==> src/sarseq_params.svh <==
// Constants of the converter sequencer: widths, timing, byte layout.
// Assumes a 200 MHz core clock; included by bare name.
`ifndef SARSEQ_PARAMS_SVH
`define SARSEQ_PARAMS_SVH
`define SARSEQ_CLK_PERIOD_PS   5000
`define SARSEQ_TCONV_NS        4700
`define SARSEQ_TCONV_CYC       ((`SARSEQ_TCONV_NS * 1000) / `SARSEQ_CLK_PERIOD_PS)
`define SARSEQ_RES_BITS        14
`define SARSEQ_LANE_BITS       8
`define SARSEQ_HI_BITS         6
`define SARSEQ_FIFO_DEPTH      16
`define SARSEQ_LOAD_SLOT       15
`define SARSEQ_PIN_LAT         4
`endif

==> src/sarseq_pkg.sv <==
// Types shared by the converter sequencer modules.
// Assumes nothing beyond a SystemVerilog compiler.
package sarseq_pkg;
    typedef enum logic [2:0] {
        SQ_IDLE,
        SQ_ACQ,
        SQ_CONV,
        SQ_DONE,
        SQ_READ
    } sarseq_state_t;
    typedef enum logic [1:0] {
        PW_OFF,
        PW_STANDBY,
        PW_ON
    } sarseq_power_t;
endpackage

==> src/sarseq_stream_if.sv <==
// Valid/ready word stream between the sequencer's own modules.
// Assumes one clock domain shared by both ends.
`timescale 1ns/1ps
`default_nettype none
interface sarseq_stream_if #(parameter int W = 14);
    logic         valid;
    logic         ready;
    logic [W-1:0] data;
    modport src (output valid, output data, input ready);
    modport snk (input valid, input data, output ready);
endinterface
`default_nettype wire

==> src/sarseq_fifo.sv <==
// Parameterised synchronous FIFO with valid/ready on both sides.
// Assumes one clock and an asynchronous active-high reset.
`timescale 1ns/1ps
`default_nettype none
module sarseq_fifo #(
    parameter int WIDTH = 14,
    parameter int DEPTH = 16
) (
    // Clock and reset
    input  wire logic clock,
    input  wire logic rst,
    // Filling and draining sides
    sarseq_stream_if.snk inS,
    sarseq_stream_if.src outS
);
    localparam int AW = $clog2(DEPTH);
    initial begin
        if (DEPTH < 2 || (1 << AW) != DEPTH || WIDTH < 1) begin
            $error("sarseq_fifo: DEPTH must be a power of two >= 2");
        end
    end
    logic [WIDTH-1:0] mem [DEPTH];
    logic [AW:0]      wrPtr_q;
    logic [AW:0]      wrPtr_d;
    logic [AW:0]      rdPtr_q;
    logic [AW:0]      rdPtr_d;
    logic             full;
    logic             empty;
    logic             doWr;
    logic             doRd;
    // Full and empty from pointer wrap bits
    always_comb begin
        empty   = (wrPtr_q == rdPtr_q);
        full    = (wrPtr_q[AW-1:0] == rdPtr_q[AW-1:0]) && (wrPtr_q[AW] != rdPtr_q[AW]);
        doWr    = inS.valid && !full;
        doRd    = outS.ready && !empty;
        wrPtr_d = wrPtr_q + (AW+1)'(doWr);
        rdPtr_d = rdPtr_q + (AW+1)'(doRd);
        inS.ready  = !full;
        outS.valid = !empty;
        outS.data  = mem[rdPtr_q[AW-1:0]];
    end
    // Pointer registers
    always_ff @(posedge clock or posedge rst) begin
        if (rst) begin
            wrPtr_q <= '0;
            rdPtr_q <= '0;
        end else begin
            wrPtr_q <= wrPtr_d;
            rdPtr_q <= rdPtr_d;
        end
    end
    // Storage, no reset needed
    always_ff @(posedge clock) begin
        if (doWr) begin
            mem[wrPtr_q[AW-1:0]] <= inS.data;
        end
    end
endmodule
`default_nettype wire

==> src/sarseq_top.sv <==
// Control sequencer of a 14-bit SAR converter with byte-wide readout.
// Assumes pins arrive asynchronously; the SAR result is supplied as a word.
`timescale 1ns/1ps
`default_nettype none
`include "sarseq_params.svh"
module sarseq_top #(
    parameter int RES_BITS  = `SARSEQ_RES_BITS,
    parameter int CONV_CYC  = `SARSEQ_TCONV_CYC,
    parameter int FIFO_DEPTH = `SARSEQ_FIFO_DEPTH
) (
    // Clock and reset
    input  wire logic                           clock,
    input  wire logic                           rst,
    // Host pins
    input  wire logic                           convStrobeN,
    input  wire logic                           readSel,
    input  wire logic                           byteSelect,
    // Result word from the SAR array
    input  wire logic [`SARSEQ_RES_BITS-1:0]    sarResult,
    // Host-facing outputs
    output var  logic                           eocN,
    output var  logic [`SARSEQ_LANE_BITS-1:0]   dataLaneOut,
    output var  logic [`SARSEQ_LANE_BITS-1:0]   dataLaneOe,
    // Analog front-end controls
    output var  logic                           trackHold,
    output var  logic                           refPowered,
    output var  logic                           corePowered
);
    initial begin
        if (RES_BITS != `SARSEQ_RES_BITS || CONV_CYC <= `SARSEQ_PIN_LAT || CONV_CYC > 4095) begin
            $error("sarseq_top: unsupported parameter values");
        end
    end
    localparam int CW = $clog2(CONV_CYC + 1);
    // Three-stage pin synchronisers
    logic [2:0] csSync_q;
    logic [2:0] rcSync_q;
    logic [2:0] hbSync_q;
    logic       csLvl_q;
    logic       rcLvl_q;
    logic       hbLvl_q;
    logic       csFall;
    logic       csRise;
    always_ff @(posedge clock or posedge rst) begin
        if (rst) begin
            csSync_q <= 3'h7;
            rcSync_q <= 3'h0;
            hbSync_q <= 3'h0;
            csLvl_q  <= 1'h1;
            rcLvl_q  <= 1'h0;
            hbLvl_q  <= 1'h0;
        end else begin
            csSync_q <= {csSync_q[1:0], convStrobeN};
            rcSync_q <= {rcSync_q[1:0], readSel};
            hbSync_q <= {hbSync_q[1:0], byteSelect};
            if (csSync_q[1] == csSync_q[2]) csLvl_q <= csSync_q[2];
            if (rcSync_q[1] == rcSync_q[2]) rcLvl_q <= rcSync_q[2];
            if (hbSync_q[1] == hbSync_q[2]) hbLvl_q <= hbSync_q[2];
        end
    end
    // Strobe edges on the agreed level
    always_comb begin
        csFall = csLvl_q && (csSync_q[1] == csSync_q[2]) && !csSync_q[2];
        csRise = !csLvl_q && (csSync_q[1] == csSync_q[2]) && csSync_q[2];
    end
    // Result buffer between converter and bus
    sarseq_stream_if #(.W(RES_BITS)) wrS ();
    sarseq_stream_if #(.W(RES_BITS)) rdS ();
    sarseq_fifo #(.WIDTH(RES_BITS), .DEPTH(FIFO_DEPTH)) uFifo (
        .clock (clock),
        .rst   (rst),
        .inS   (wrS),
        .outS  (rdS)
    );
    sarseq_pkg::sarseq_state_t state_q;
    sarseq_pkg::sarseq_state_t state_d;
    sarseq_pkg::sarseq_power_t power_q;
    sarseq_pkg::sarseq_power_t power_d;
    logic [CW-1:0]             cnt_q;
    logic [CW-1:0]             cnt_d;
    logic                      shutSel_q;
    logic                      shutSel_d;
    logic [RES_BITS-1:0]       word_q;
    logic [RES_BITS-1:0]       word_d;
    logic                      eocN_d;
    logic                      drive_d;
    logic [7:0]                lanes_d;
    // Sequencer next-state logic
    always_comb begin
        state_d   = state_q;
        power_d   = power_q;
        cnt_d     = cnt_q;
        shutSel_d = shutSel_q;
        word_d    = word_q;
        eocN_d    = eocN;
        drive_d   = dataLaneOe[0];
        wrS.valid = 1'b0;
        wrS.data  = sarResult;
        rdS.ready = 1'b0;
        unique case (state_q)
            sarseq_pkg::SQ_IDLE, sarseq_pkg::SQ_DONE: begin
                if (csFall && !rcLvl_q) begin
                    state_d = sarseq_pkg::SQ_ACQ;
                    power_d = sarseq_pkg::PW_ON;
                    eocN_d  = 1'b1;
                    drive_d = 1'b0;
                    // An unread result is dropped so a later readout shows the newest one
                    rdS.ready = (state_q == sarseq_pkg::SQ_DONE);
                end else if (state_q == sarseq_pkg::SQ_DONE && csFall && rdS.valid) begin
                    state_d   = sarseq_pkg::SQ_READ;
                    rdS.ready = 1'b1;
                    word_d    = rdS.data;
                    drive_d   = 1'b1;
                end
            end
            sarseq_pkg::SQ_ACQ: begin
                if (csFall) begin
                    state_d   = sarseq_pkg::SQ_CONV;
                    shutSel_d = rcLvl_q;
                    cnt_d     = '0;
                end
            end
            sarseq_pkg::SQ_CONV: begin
                cnt_d = cnt_q + CW'(1);
                // Budget includes the pin synchroniser delay so the limit holds from the pin
                if (cnt_q == CW'(CONV_CYC - 1 - `SARSEQ_PIN_LAT) && wrS.ready) begin
                    wrS.valid = 1'b1;
                    state_d   = sarseq_pkg::SQ_DONE;
                    eocN_d    = 1'b0;
                    power_d   = shutSel_q ? sarseq_pkg::PW_OFF : sarseq_pkg::PW_STANDBY;
                end
            end
            sarseq_pkg::SQ_READ: begin
                if (csRise) begin
                    state_d = sarseq_pkg::SQ_IDLE;
                    drive_d = 1'b0;
                end
            end
            default: state_d = sarseq_pkg::SQ_IDLE;
        endcase
        // Byte mux; upper two lanes of high byte forced low
        if (hbLvl_q) begin
            lanes_d = {2'h0, word_d[RES_BITS-1:`SARSEQ_LANE_BITS]};
        end else begin
            lanes_d = word_d[`SARSEQ_LANE_BITS-1:0];
        end
    end
    // Sequencer registers and output flops
    always_ff @(posedge clock or posedge rst) begin
        if (rst) begin
            state_q     <= sarseq_pkg::SQ_IDLE;
            power_q     <= sarseq_pkg::PW_OFF;
            cnt_q       <= '0;
            shutSel_q   <= 1'b0;
            word_q      <= '0;
            eocN        <= 1'b1;
            dataLaneOut <= 8'h00;
            dataLaneOe  <= 8'h00;
            trackHold   <= 1'b0;
            refPowered  <= 1'b0;
            corePowered <= 1'b0;
        end else begin
            state_q     <= state_d;
            power_q     <= power_d;
            cnt_q       <= cnt_d;
            shutSel_q   <= shutSel_d;
            word_q      <= word_d;
            eocN        <= eocN_d;
            dataLaneOut <= lanes_d;
            dataLaneOe  <= {8{drive_d}};
            trackHold   <= (state_d == sarseq_pkg::SQ_ACQ);
            refPowered  <= (power_d != sarseq_pkg::PW_OFF);
            corePowered <= (power_d == sarseq_pkg::PW_ON);
        end
    end
endmodule
`default_nettype wire

==> config.mk <==
export PLATFORM = sky130hd
export DESIGN_NAME = sarseq_top
export DESIGN_NICKNAME = d
export VERILOG_FILES = /design/src/sarseq_pkg.sv /design/src/sarseq_stream_if.sv /design/src/sarseq_fifo.sv /design/src/sarseq_top.sv
export VERILOG_INCLUDE_DIRS = /design/src /design/src/src
export SDC_FILE = /design/constraint.sdc
export NUM_CORES = 1
export LEC_CHECK = 0
export BUFFER_PORTS_ARGS = -buffer_cell sky130_fd_sc_hd__buf_2
export CAP_MARGIN = 40
export CORE_MARGIN = 3
export CORE_UTILIZATION = 40
export DETAILED_ROUTE_END_ITERATION = 10
export GPL_TIMING_DRIVEN = 0
export PLACE_DENSITY = 0.52
export RECOVER_POWER = 50
export SYNTH_ARGS = -nofsm -noshare
export SYNTH_HDL_FRONTEND = slang
export SYNTH_SLANG_ARGS = --single-unit
export TNS_END_PERCENT = 20
==> constraint.sdc <==
create_clock -name clock -period 4.94 [get_ports clock]
set_input_delay 0.247 -clock clock [delete_from_list [all_inputs] [get_ports clock]]
set_output_delay 0.247 -clock clock [all_outputs]
set_load 0.02 [all_outputs]
==> results.md, run 1 <==
- Status: finished, violations left
- Failing checks: max-capacitance violations, max-slew violations
- Mean Syn Cell Area: ~19 µm²
- # DRC: 0
- Fill cell count: between 2000 and 2500
- Layout cell share with drive strength beyond 1: 0.2842
- Via Count: slightly below 6000
- Sequential element share of the synthesized area: 0.7399
- Core ar.: around 0.027 mm²
- P per Cell Area: approximately 400 mW/mm²
- Fin. max-slew vios: 40
- Worst vdd ir: 0.0003046 V
- Final setup margin: 1.621 ns
- Initial DRC count: ~480
- Hold Buf Count CTS: 4
- RR Endpoint: uFifo.mem[0][8]$_DFFE_PP_
- Top-area cell type share of the netlist area: 0.5953
- Seq cells post-synth: between 200 and 300
- Cts bufs inserted: 31
- Num Clock Sinks: slightly below 300
- Clk_skew: around 0.016 ns
- EDFF count, synth: about 220
- Pre-CTS setup slack: 1.580 ns
- Area contributors post-synth: edfxtp_1 (60%), dfrtp_1 (13%), mux4_2 (11%)
- Mapped cell area: roughly 0.011 mm²
- LEAKAGE: about 4.7 nW
- Arr. time, crit path: 3.57 ns
- Skew-Pair Late Insertion Delay: around 0.56 ns
- Syn_nets: 633
- H-tree levels: 1
- Die W: 174.1 µm
- Die height: between 150 and 200 µm
- Antenna Cells: 0
- Final setup violation count: 0
- RSZ-0062 raised after global routing: no
- Congestion Overflow GR: 0
- Die Area: 0.03030 mm²
- Synthesis Warnings: 0
- Number of detailed-route iterations in the first pass: 5
- GRT Util Overall: 0.1632
- Max Fanout on Critical Path: 10
- Worst setup EP type: flop
- Design area: between 0.01 and 0.015 mm²
- WL final: 24410 µm
- Vias in the first global route: between 6000 and 7000
- Final hold vios: 0
- WL per Instance: approximately 22 µm
- Crit path kind: reg -> reg
- CTS tree: built
- Fraction of registers with async set/reset: 0.2249
- Setup TNS: 0 ns
- Critical path endpoint: uFifo.mem[0][8]$_DFFE_PP_
- Clk buf depth: 3
- Initial antenna violation count: 0
- Num rows: 60
- Clock slew at reported path FFs: approximately 0.06 ns
- Final period util: 0.6718
- Initial Utilization: 0.4135
- Worst endpoint required time: 5.20 ns
- Peak Freq: approximately 0.3 GHz
- Crit start category: flop
- Worst flop-to-flop path startpoint: state_q[0]$_DFF_PP0_
- Post-CTS sizing: 0
- HP Class: in -> reg
- Unique masters post-synth: 49
- Fin crit period: around 3.3 ns
- Top_reg_cell synth: edfxtp_1
- Worst slew pin tran: approximately 2.1 ns
- Root buffer cell: clkbuf_16
- Drt via density: 5.272
- Nets@finish: ~730
- IO Port Bufs: 38
- Synth Instances: 609
- Area Overhead vs Synth: 17.97%
- Final ANT Viol Nets: 0
- R2R cell count: 9
- Tot Pwr: 5.456 mW
- Gpl congestion: between 0.7 and 0.8
- R2R setup slack: 1.62 ns
- I/O pin total: 39
- Setup Buffers After CTS: 0
- Slew margin rel.: -0.3696
- Max-Cap Viols: 1
- Largest net degree at the start of global routing: 40
- Worst hold stages: 1
- First-pass GRT wire length: 37520 µm
- DP HPWL: 16730 µm
- Area leader, netlist: edfxtp_1
- Placed cell area: roughly 0.012 mm²
- Critical Path Source: state_q[0]$_DFF_PP0_
-- per-layer routing --
metal  GRT usage  routed length [µm]  part of all wire
met3     0.02665                1167             0.048
met1      0.2213               10610              0.43
met4     0.04055                 476             0.019
met5           0                   0                 0
met2      0.2773               12160              0.50
-- power breakdown --
part | internal, mW | switching (mW)
Combinational | 0.144 | 0.231
Sequential | 2.69 | 0.0469
Clock | 1.41 | 0.937
Total | 4.24 | 1.21
-- state kept, by name (all words and copies together), names as in the netlist --
name,flops
uFifo.mem,224
word_q,14
cnt_q,10
dataLaneOut,8
uFifo.rdPtr_q,5
uFifo.wrPtr_q,5
csSync_q,3
hbSync_q,3
rcSync_q,3
state_q,3
power_q,2
corePowered,1
csLvl_q,1
dataLaneOe,1
eocN,1
hbLvl_q,1
rcLvl_q,1
refPowered,1
shutSel_q,1
trackHold,1
-- synthesized netlist by cell type (all sizes together), types with 2 or more instances --
library cell / n
buf: 27
nand2b: 4
mux2: 5
a21o: 14
edfxtp: 224
or3b: 2
dfstp: 5
nand3: 10
nor3: 8
mux2i: 4
xor2: 4
a221oi: 2
nor4: 3
and2: 5
a21oi: 11
ha: 5
nand2: 38
a32oi: 4
nor2: 24
mux4: 56
nor3b: 3
o21ai: 17
or4b: 2
clkbuf: 10
and4: 2
xnor2: 9
nand4: 2
inv: 8
dfrtp: 60
nor2b: 3
a22oi: 27
maj3: 3
-- cell families after synthesis --
group           share of synthesized area
flops                              0.7399
simple gates                      0.04673
compound gates                    0.04917
mux                                0.1218
buf+inv                           0.02414
xor+xnor                          0.01008
fa+ha+maj                        0.008195
-- worst max-delay path: stages, from the launching register on --
cell     delay, ns
dfrtp_1       0.36
buf_2         0.17
or3b_1        0.39
nor4_1        0.39
o21ai_1       0.27
inv_1         0.19
nand2_1       0.18
nor4_2        0.57
buf_4         0.27
buf_2         0.22
-- placed cells by master (no fill, tap or decap), types with 8 or more instances in the layout --
| cell | count |
|---|---|
| a21o_1 | 14 |
| a21oi_1 | 11 |
| a22oi_1 | 27 |
| buf_2 | 35 |
| buf_4 | 19 |
| buf_6 | 12 |
| clkbuf_1 | 27 |
| clkbuf_16 | 31 |
| clkinv_2 | 9 |
| dfrtp_1 | 60 |
| edfxtp_1 | 224 |
| inv_1 | 8 |
| mux4_2 | 53 |
| nand2_1 | 38 |
| nand3_1 | 10 |
| nor2_1 | 15 |
| nor2_2 | 9 |
| o21ai_0 | 15 |
| xnor2_1 | 9 |
-- stage by stage --
| stage | hold WS, ns | utilization | std cells |
|---|---|---|---|
| final | 0.1948 | 0.4878 | 1104 |
| after global routing | 0.2274 | 0.4878 | 1104 |
| after CTS | 0.04563 | 0.4890 | 1104 |
| after detailed placement | 0.3311 | 0.4491 | 1042 |
| after global placement | 0.3354 | 0.4375 | 1019 |
| after floorplan | 0.2515 | - | 609 |
-- layout make-up --
cell class | count | area, µm² | share of cell area
flip-flops and latches | 289 | 8359 | 0.6271
multi-input cells | 275 | 2726 | 0.2045
clock buffers | 33 | 783.3 | 0.05876
well taps | 372 | 465.4 | 0.03492
repair buffers | 65 | 454.2 | 0.03408
clock inverters | 25 | 267.8 | 0.02009
plain buffers | 37 | 242.7 | 0.01821
inverters | 8 | 30.03 | 0.002253
-- worst min path at each step --
stage | from | end
2_1_floorplan | convStrobeN | csSync_q[0]$_DFF_PP1_
3_3_place_gp | rcSync_q[0]$_DFF_PP0_ | rcSync_q[1]$_DFF_PP0_
3_5_place_dp | rst | hbSync_q[1]$_DFF_PP0_
4_1_cts | sarResult[1] | uFifo.mem[12][1]$_DFFE_PP_
5_1_grt | sarResult[1] | uFifo.mem[12][1]$_DFFE_PP_
6_report | sarResult[12] | uFifo.mem[7][12]$_DFFE_PP_
(Power assumes the default switching activity.)
==> run 2, diff against run 1 <==
Settings changed: PLACE_DENSITY 0.52 to 0.55.
Clock period 4.94 ns to 2.99 ns, I/O delays scaled along.
==> run 2 against run 1 <==
The flow now finishes without violations. Via count rose by 1.7%. Register-to-register slack got worse by 1.5 ns. Final area rose by 1.3%. Routed wire length fell by 0.86%. Core utilization rose by 0.63 points. Clock skew fell by 0.0050 ns. Critical endpoint is now uFifo.mem[10][5]$_DFFE_PP_. Largest power group unchanged. Highest routed layer unchanged.
==> results.md, run 2 (synthesized netlist as in run 1, its figures left out) <==
- Final setup violation count: 0 (unchanged)
- Fin. max-slew vios: 0 (-100%)
- Clk buf depth: 3 (unchanged)
- Fill cell count: 2259 (-3.2%)
- Final ANT Viol Nets: 0 (unchanged)
- Max FFs per register: 224 (unchanged)
- Num Clock Sinks: 289 (unchanged)
- DP HPWL: 16490 µm (-1.4%)
- Placed cell area: 0.01225 mm² (-0.15%)
- Skew-Pair Late Insertion Delay: 0.54 ns (-0.02 ns)
- Worst hold stages: 2 (+1)
- Initial DRC count: 465 (-2.3%)
- # DRC: 0 (unchanged)
- Worst setup EP type: flop
- LEAKAGE: 4.719 nW (+1.3%)
- Clock slew at reported path FFs: 0.06 ns (about the same)
- Commonest non-fill, non-tap cell in the layout: edfxtp_1
- Die height: 174.1 µm (unchanged)
- Cts bufs inserted: 31 (unchanged)
- I/O pin total: 39 (unchanged)
- Initial Utilization: 0.4135 (unchanged)
- Commonest cells after routing, fill and taps aside: edfxtp_1 (224), dfrtp_1 (60), mux4_2 (53)
- Arr. time, crit path: 3.12 ns (-0.45 ns)
- Fin crit period: 2.875 ns (-0.4441 ns)
- RSZ-0062 raised after global routing: yes
- Area Overhead vs Synth: 19.49%
- GRT Util Overall: 0.1627 (-0.0004586)
- Number of detailed-route iterations in the first pass: 5 (unchanged)
- Design area: 0.01350 mm² (+1.3%)
- Slew margin rel.: 0.3495 (+0.7191)
- Num rows: 60 (unchanged)
- Via Count: 5919 (+1.7%)
- Crit path kind: reg -> reg
- Worst slew pin tran: 0.9758 ns (-1.079 ns)
- Max Fanout on Critical Path: 10 (unchanged)
- P per Cell Area: 658.5 mW/mm² (+61%)
- Vias in the first global route: 6296 (+2.6%)
- IO Port Bufs: 38 (unchanged)
- Largest net degree at the start of global routing: 40 (unchanged)
- Clk_skew: 0.01140 ns (-0.005020 ns)
- HP Class: in -> reg
- Nets@finish: 746 (+2.1%)
- Drt via density: 5.294 (+0.43%)
- Hold slack: 0.2557 ns (+0.06090 ns)
- Die Area: 0.03030 mm² (unchanged)
- Congestion Overflow GR: 0 (unchanged)
- Layout cell share with drive strength beyond 1: 0.2735 (-0.01069)
- Worst endpoint required time: 3.24 ns (-1.96 ns)
- Die W: 174.1 µm (unchanged)
- First-pass GRT wire length: 37760 µm (+0.64%)
- Gpl congestion: 0.7655 (+3.4%)
- WL per Instance: 21.65 µm (-2.1%)
- WL final: 24200 µm (-0.86%)
- Max-Cap Viols: 0 (-1)
- Worst vdd ir: 0.0004001 V (+31%)
- CTS tree: built
- Root buffer cell: clkbuf_16
- Status: completed
- Crit start category: flop
- Layout Utilization: 0.4940 (+0.006273)
- H-tree levels: 1 (unchanged)
- Initial antenna violation count: 0 (unchanged)
- R2R cell count: 8 (-1)
- Final hold vios: 0 (unchanged)
- Tot Pwr: 8.890 mW (+63%)
- Cell Count Post-Placement: 1038 (-0.38%)
- Peak Freq: 0.3479 GHz (+15%)
- Layout Cells excl Fill: 1118 (+1.3%)
- Core ar.: 0.02733 mm² (unchanged)
- Antenna Cells: 0 (unchanged)
- Final period util: 0.9614 (+0.2896)
==> run 2: cell count changes in the layout (fill, tap and decap cells not counted), sizes merged <==
| cell | before | now |
|---|---|---|
| buf | 73 | 74 |
| bufinv | 5 | 4 |
| clkbuf | 58 | 61 |
| dlygate4sd3 | 4 | 18 |
| clkinvlp | 5 | 2 |
==> run 2: final cells by class <==
type / count / area, µm² / share of cell area
Sequential cell: 289 / 8359 / 0.6192
Multi-Input combinational cell: 275 / 2783 / 0.2061
Clock buffer: 36 / 794.5 / 0.05885
Timing Repair Buffer: 80 / 618.1 / 0.04578
Tap cell: 372 / 465.4 / 0.03448
Buffer: 37 / 242.7 / 0.01798
Clock inverter: 21 / 207.7 / 0.01538
Inverter: 8 / 30.03 / 0.002224
==> run 2: final timing paths <==
kind / startpoint / to / slack [ns]
max: state_q[0]$_DFF_PP0_ / uFifo.mem[10][5]$_DFFE_PP_ / 0.12
min: byteSelect / hbSync_q[0]$_DFF_PP0_ / 0.26
max reg2reg: state_q[0]$_DFF_PP0_ / uFifo.mem[10][5]$_DFFE_PP_ / 0.12
min reg2reg: csSync_q[0]$_DFF_PP1_ / csSync_q[1]$_DFF_PP1_ / 0.36
max in group asynchronous: rst / uFifo.rdPtr_q[2]$_DFF_PP0_ / 1.12
min in group asynchronous: rst / word_q[9]$_DFF_PP0_ / 0.37
==> run 2: report_power, final <==
group / leakage (nW) / switching (mW) / internal [mW]
combinational: 1.38 / 0.393 / 0.249
clock: 0.485 / 1.49 / 2.24
sequential: 2.86 / 0.0739 / 4.44
==> run 2: routing by layer <==
layer | up-vias | track usage | routed length, µm
met5 | - | 0 | 0
met4 | 0 | 0.03519 | 431
met3 | 36 | 0.02141 | 895
met2 | 122 | 0.2842 | 12460
met1 | 3113 | 0.2196 | 10420
li1 | 2648 | - | -
==> run 2: what timing repair did <==
item,in CTS,in global routing
cloned,0,0
hold endpoints to repair,253,0
resized for setup,7,1
pin swaps,4,0
endpoints found under the setup margin,95,60
hold buffers,18,0
setup buffers,5,0
==> run 2: critical path, cell delays in order, from the launching register on <==
cell	delay [ns]
dfrtp_1	0.35
buf_2	0.17
or3b_1	0.42
nor4_4	0.33
o21ai_2	0.16
inv_1	0.14
nand3_1	0.25
nor2_2	0.50
buf_6	0.24
==> run 2: stage by stage <==
step | setup TNS (ns) | worst slack, ns
floorplan | 0 | 0.03610
global placement | -198.31 | -1.650
detailed placement | -8.160 | -0.3731
CTS | 0 | 0.07317
global route | -1.539 | -0.06902
finish | 0 | 0.1153
==> run 3, diff against run 2 <==
Settings changed: RECOVER_POWER 50 to 25.
==> run 3 against run 2 <==
Critical path depth unchanged. Maximum frequency about the same. Flip-flop and latch count stayed put. Combinational power grew 0.8%. Register-to-register slack is essentially flat. Clock power is essentially flat. Worst setup slack got worse by 0.0016 ns. Final area grew 0.15%. Non-clock buffer count unchanged. Routed wire length is 0.16% higher. Clock skew rose by 0.00092 ns. Critical endpoint is now uFifo.mem[10][9]$_DFFE_PP_. Largest power group unchanged.
==> results.md, run 3 (synthesized netlist as in run 1, its figures left out) <==
- Status: completed
- Final setup margin: 0.1137 ns (-0.001604 ns)
- Layout Cells excl Fill: 1118 (unchanged)
- RSZ-0062 raised after global routing: yes
- IO Port Bufs: 38 (unchanged)
- Flop pwr share: 0.507 (about the same)
- Worst flop-to-flop path startpoint: state_q[0]$_DFF_PP0_
- Max-Cap Viols: 0 (unchanged)
- RR Endpoint: uFifo.mem[10][9]$_DFFE_PP_
- Arr. time, crit path: 3.12 ns (about the same)
- DP HPWL: 16490 µm (unchanged)
- Congestion Overflow GR: 0 (unchanged)
- Slowest cell on crit path: nor2_2
- Worst setup EP type: flop
- Final ANT Viol Nets: 0 (unchanged)
- Int Power: 6.931 mW (about the same)
- Final period util: 0.9620 (about the same)
- Peak Freq: 0.3477 GHz (about the same)
- Antenna Cells: 0 (unchanged)
- Clk_skew: 0.01231 ns (+0.0009155 ns)
- Num Clock Sinks: 289 (unchanged)
- Skew-Pair Late Insertion Delay: 0.54 ns (about the same)
- Die height: 174.1 µm (unchanged)
- Crit-path max cell delay: 0.50 ns (about the same)
- Comb power frac: 0.073 (about the same)
- WL per Instance: 21.68 µm (+0.16%)
- Die Area: 0.03030 mm² (unchanged)
- CP Cell Sequence: buf_2 > or3b_1 > nor4_4 > o21ai_2 > inv_1 > nand3_1 > nor2_2 > buf_6
- CTS tree: built
- Design area: 0.01352 mm² (+0.15%)
- Nets@finish: 746 (unchanged)
- Worst endpoint required time: 3.24 ns (about the same)
- H-tree levels: 1 (unchanged)
- Via Count: 5952 (+0.56%)
- Largest net degree at the start of global routing: 40 (unchanged)
- Drt via density: 5.324 (+0.56%)
- Placed cell area: 0.01225 mm² (unchanged)
- Commonest cells after routing, fill and taps aside: edfxtp_1 (224), dfrtp_1 (60), mux4_2 (53)
- Met3 Use GR: 0.02141 (unchanged)
- Layout cell share with drive strength beyond 1: 0.2802 (+0.006702)
- Max FFs per register: 224 (unchanged)
- Num rows: 60 (unchanged)
- Fin. max-slew vios: 0 (unchanged)
- # DRC: 0 (unchanged)
- Crit start category: flop
- Clk buf depth: 3 (unchanged)
- HP Class: in -> async
- Gpl congestion: 0.7655 (unchanged)
- Max Fanout on Critical Path: 10 (unchanged)
- I/O pin total: 39 (unchanged)
- Hold slack: 0.2115 ns (-0.04416 ns)
- Fin crit period: 2.876 ns (+0.001604 ns)
- Critical Path Source: state_q[0]$_DFF_PP0_
- Pre-CTS setup slack: -0.3731 ns (unchanged)
- Root buffer cell: clkbuf_16
- R2R setup slack: 0.11 ns (about the same)
- Critical path endpoint: uFifo.mem[10][9]$_DFFE_PP_
- Slew margin rel.: 0.4652 (+0.1157)
- Die W: 174.1 µm (unchanged)
- Initial DRC count: 521 (+12%)
- Worst slew pin tran: 0.8022 ns (-0.1736 ns)
- GRT Util Overall: 0.1627 (unchanged)
- Cell Count Post-Placement: 1038 (unchanged)
- WL final: 24240 µm (+0.16%)
- Number of detailed-route iterations in the first pass: 5 (unchanged)
- Vias in the first global route: 6296 (unchanged)
- Routing usage on met1: 0.2196 (unchanged)
- Worst vdd ir: 0.0004017 V (+0.40%)
- Crit path kind: reg -> reg
- R2R cell count: 8 (unchanged)
- Met2 Track Usage GR: 0.2842 (unchanged)
- Final hold vios: 0 (unchanged)
- Commonest non-fill, non-tap cell in the layout: edfxtp_1
- First-pass GRT wire length: 37760 µm (unchanged)
- P per Cell Area: 658.2 mW/mm² (about the same)
- Clock slew at reported path FFs: 0.06 ns (about the same)
- Initial Utilization: 0.4135 (unchanged)
- Initial antenna violation count: 0 (unchanged)
- Final setup violation count: 0 (unchanged)
- Cts bufs inserted: 31 (unchanged)
- Clk pwr share: 0.420 (about the same)
- Area Overhead vs Synth: 19.67%
- Core ar.: 0.02733 mm² (unchanged)
- LEAKAGE: 4.735 nW (+0.32%)
- GR peak layer: met2
- Net Sw Frac: 0.2212 (+0.0004590)
- Net Sw Power: 1.968 mW (+0.31%)
run 3: worst min-delay path by stage:
stage | cells past startpoint | slack [ns] | start | to
floorplan | 0 | 0.15 | convStrobeN | csSync_q[0]$_DFF_PP1_
global placement | 1 | 0.25 | convStrobeN | csSync_q[0]$_DFF_PP1_
detailed placement | 2 | 0.25 | rst | dataLaneOut[2]$_DFF_PP0_
CTS | 3 | 0.22 | rst | dataLaneOut[2]$_DFF_PP0_
global route | 2 | 0.25 | convStrobeN | csSync_q[0]$_DFF_PP1_
finish | 3 | 0.21 | rst | word_q[9]$_DFF_PP0_
run 3: routing by layer:
metal | up-vias | wire length (µm)
met2 | 133 | 12440
met3 | 42 | 848
met4 | 0 | 469
li1 | 2651 | -
met1 | 3126 | 10480
met5 | - | 0
run 3: area by class of cell:
cell class,count,area (µm²)
flip-flops and latches,289,8359
plain buffers,37,242.7
well taps,372,465.4
inverters,8,30.03
multi-input cells,275,2783
clock buffers,36,794.5
fillers,2254,13810
repair buffers,80,638.1
clock inverters,21,207.7
run 3: power groups by stage:
stage	Combinational [mW]	Clock, mW	Sequential, mW
finish	0.647	3.74	4.51
global route	0.713	4.00	4.53
CTS	0.649	3.83	4.51
detailed placement	0.630	0	4.60
global placement	0.594	0	4.59
floorplan	0.370	0	4.64
run 3: worst max-delay path, delay by kind of cell (launching register included):
family	cells	cell delay [ns]
AND/OR/NAND/NOR	4	1.50
flip-flops	1	0.35
buffers and inverters	3	0.55
AO/OA/AOI/OAI	1	0.16
run 3: what timing repair did:
action	4_1_cts	5_1_grt
hold buffers	18	0
pin swaps	4	0
resized for setup	7	1
hold endpoints to repair	253	0
endpoints found under the setup margin	95	60
setup buffers	5	0
run 3: stage by stage:
stage / power [mW] / utilization / TNS [ns]
after floorplan: 5.007 / - / 0
after global placement: 5.184 / 0.4377 / -198.31
after detailed placement: 5.226 / 0.4484 / -8.160
after CTS: 8.989 / 0.4949 / 0
after global routing: 9.247 / 0.4948 / -1.539
final: 8.899 / 0.4948 / 0
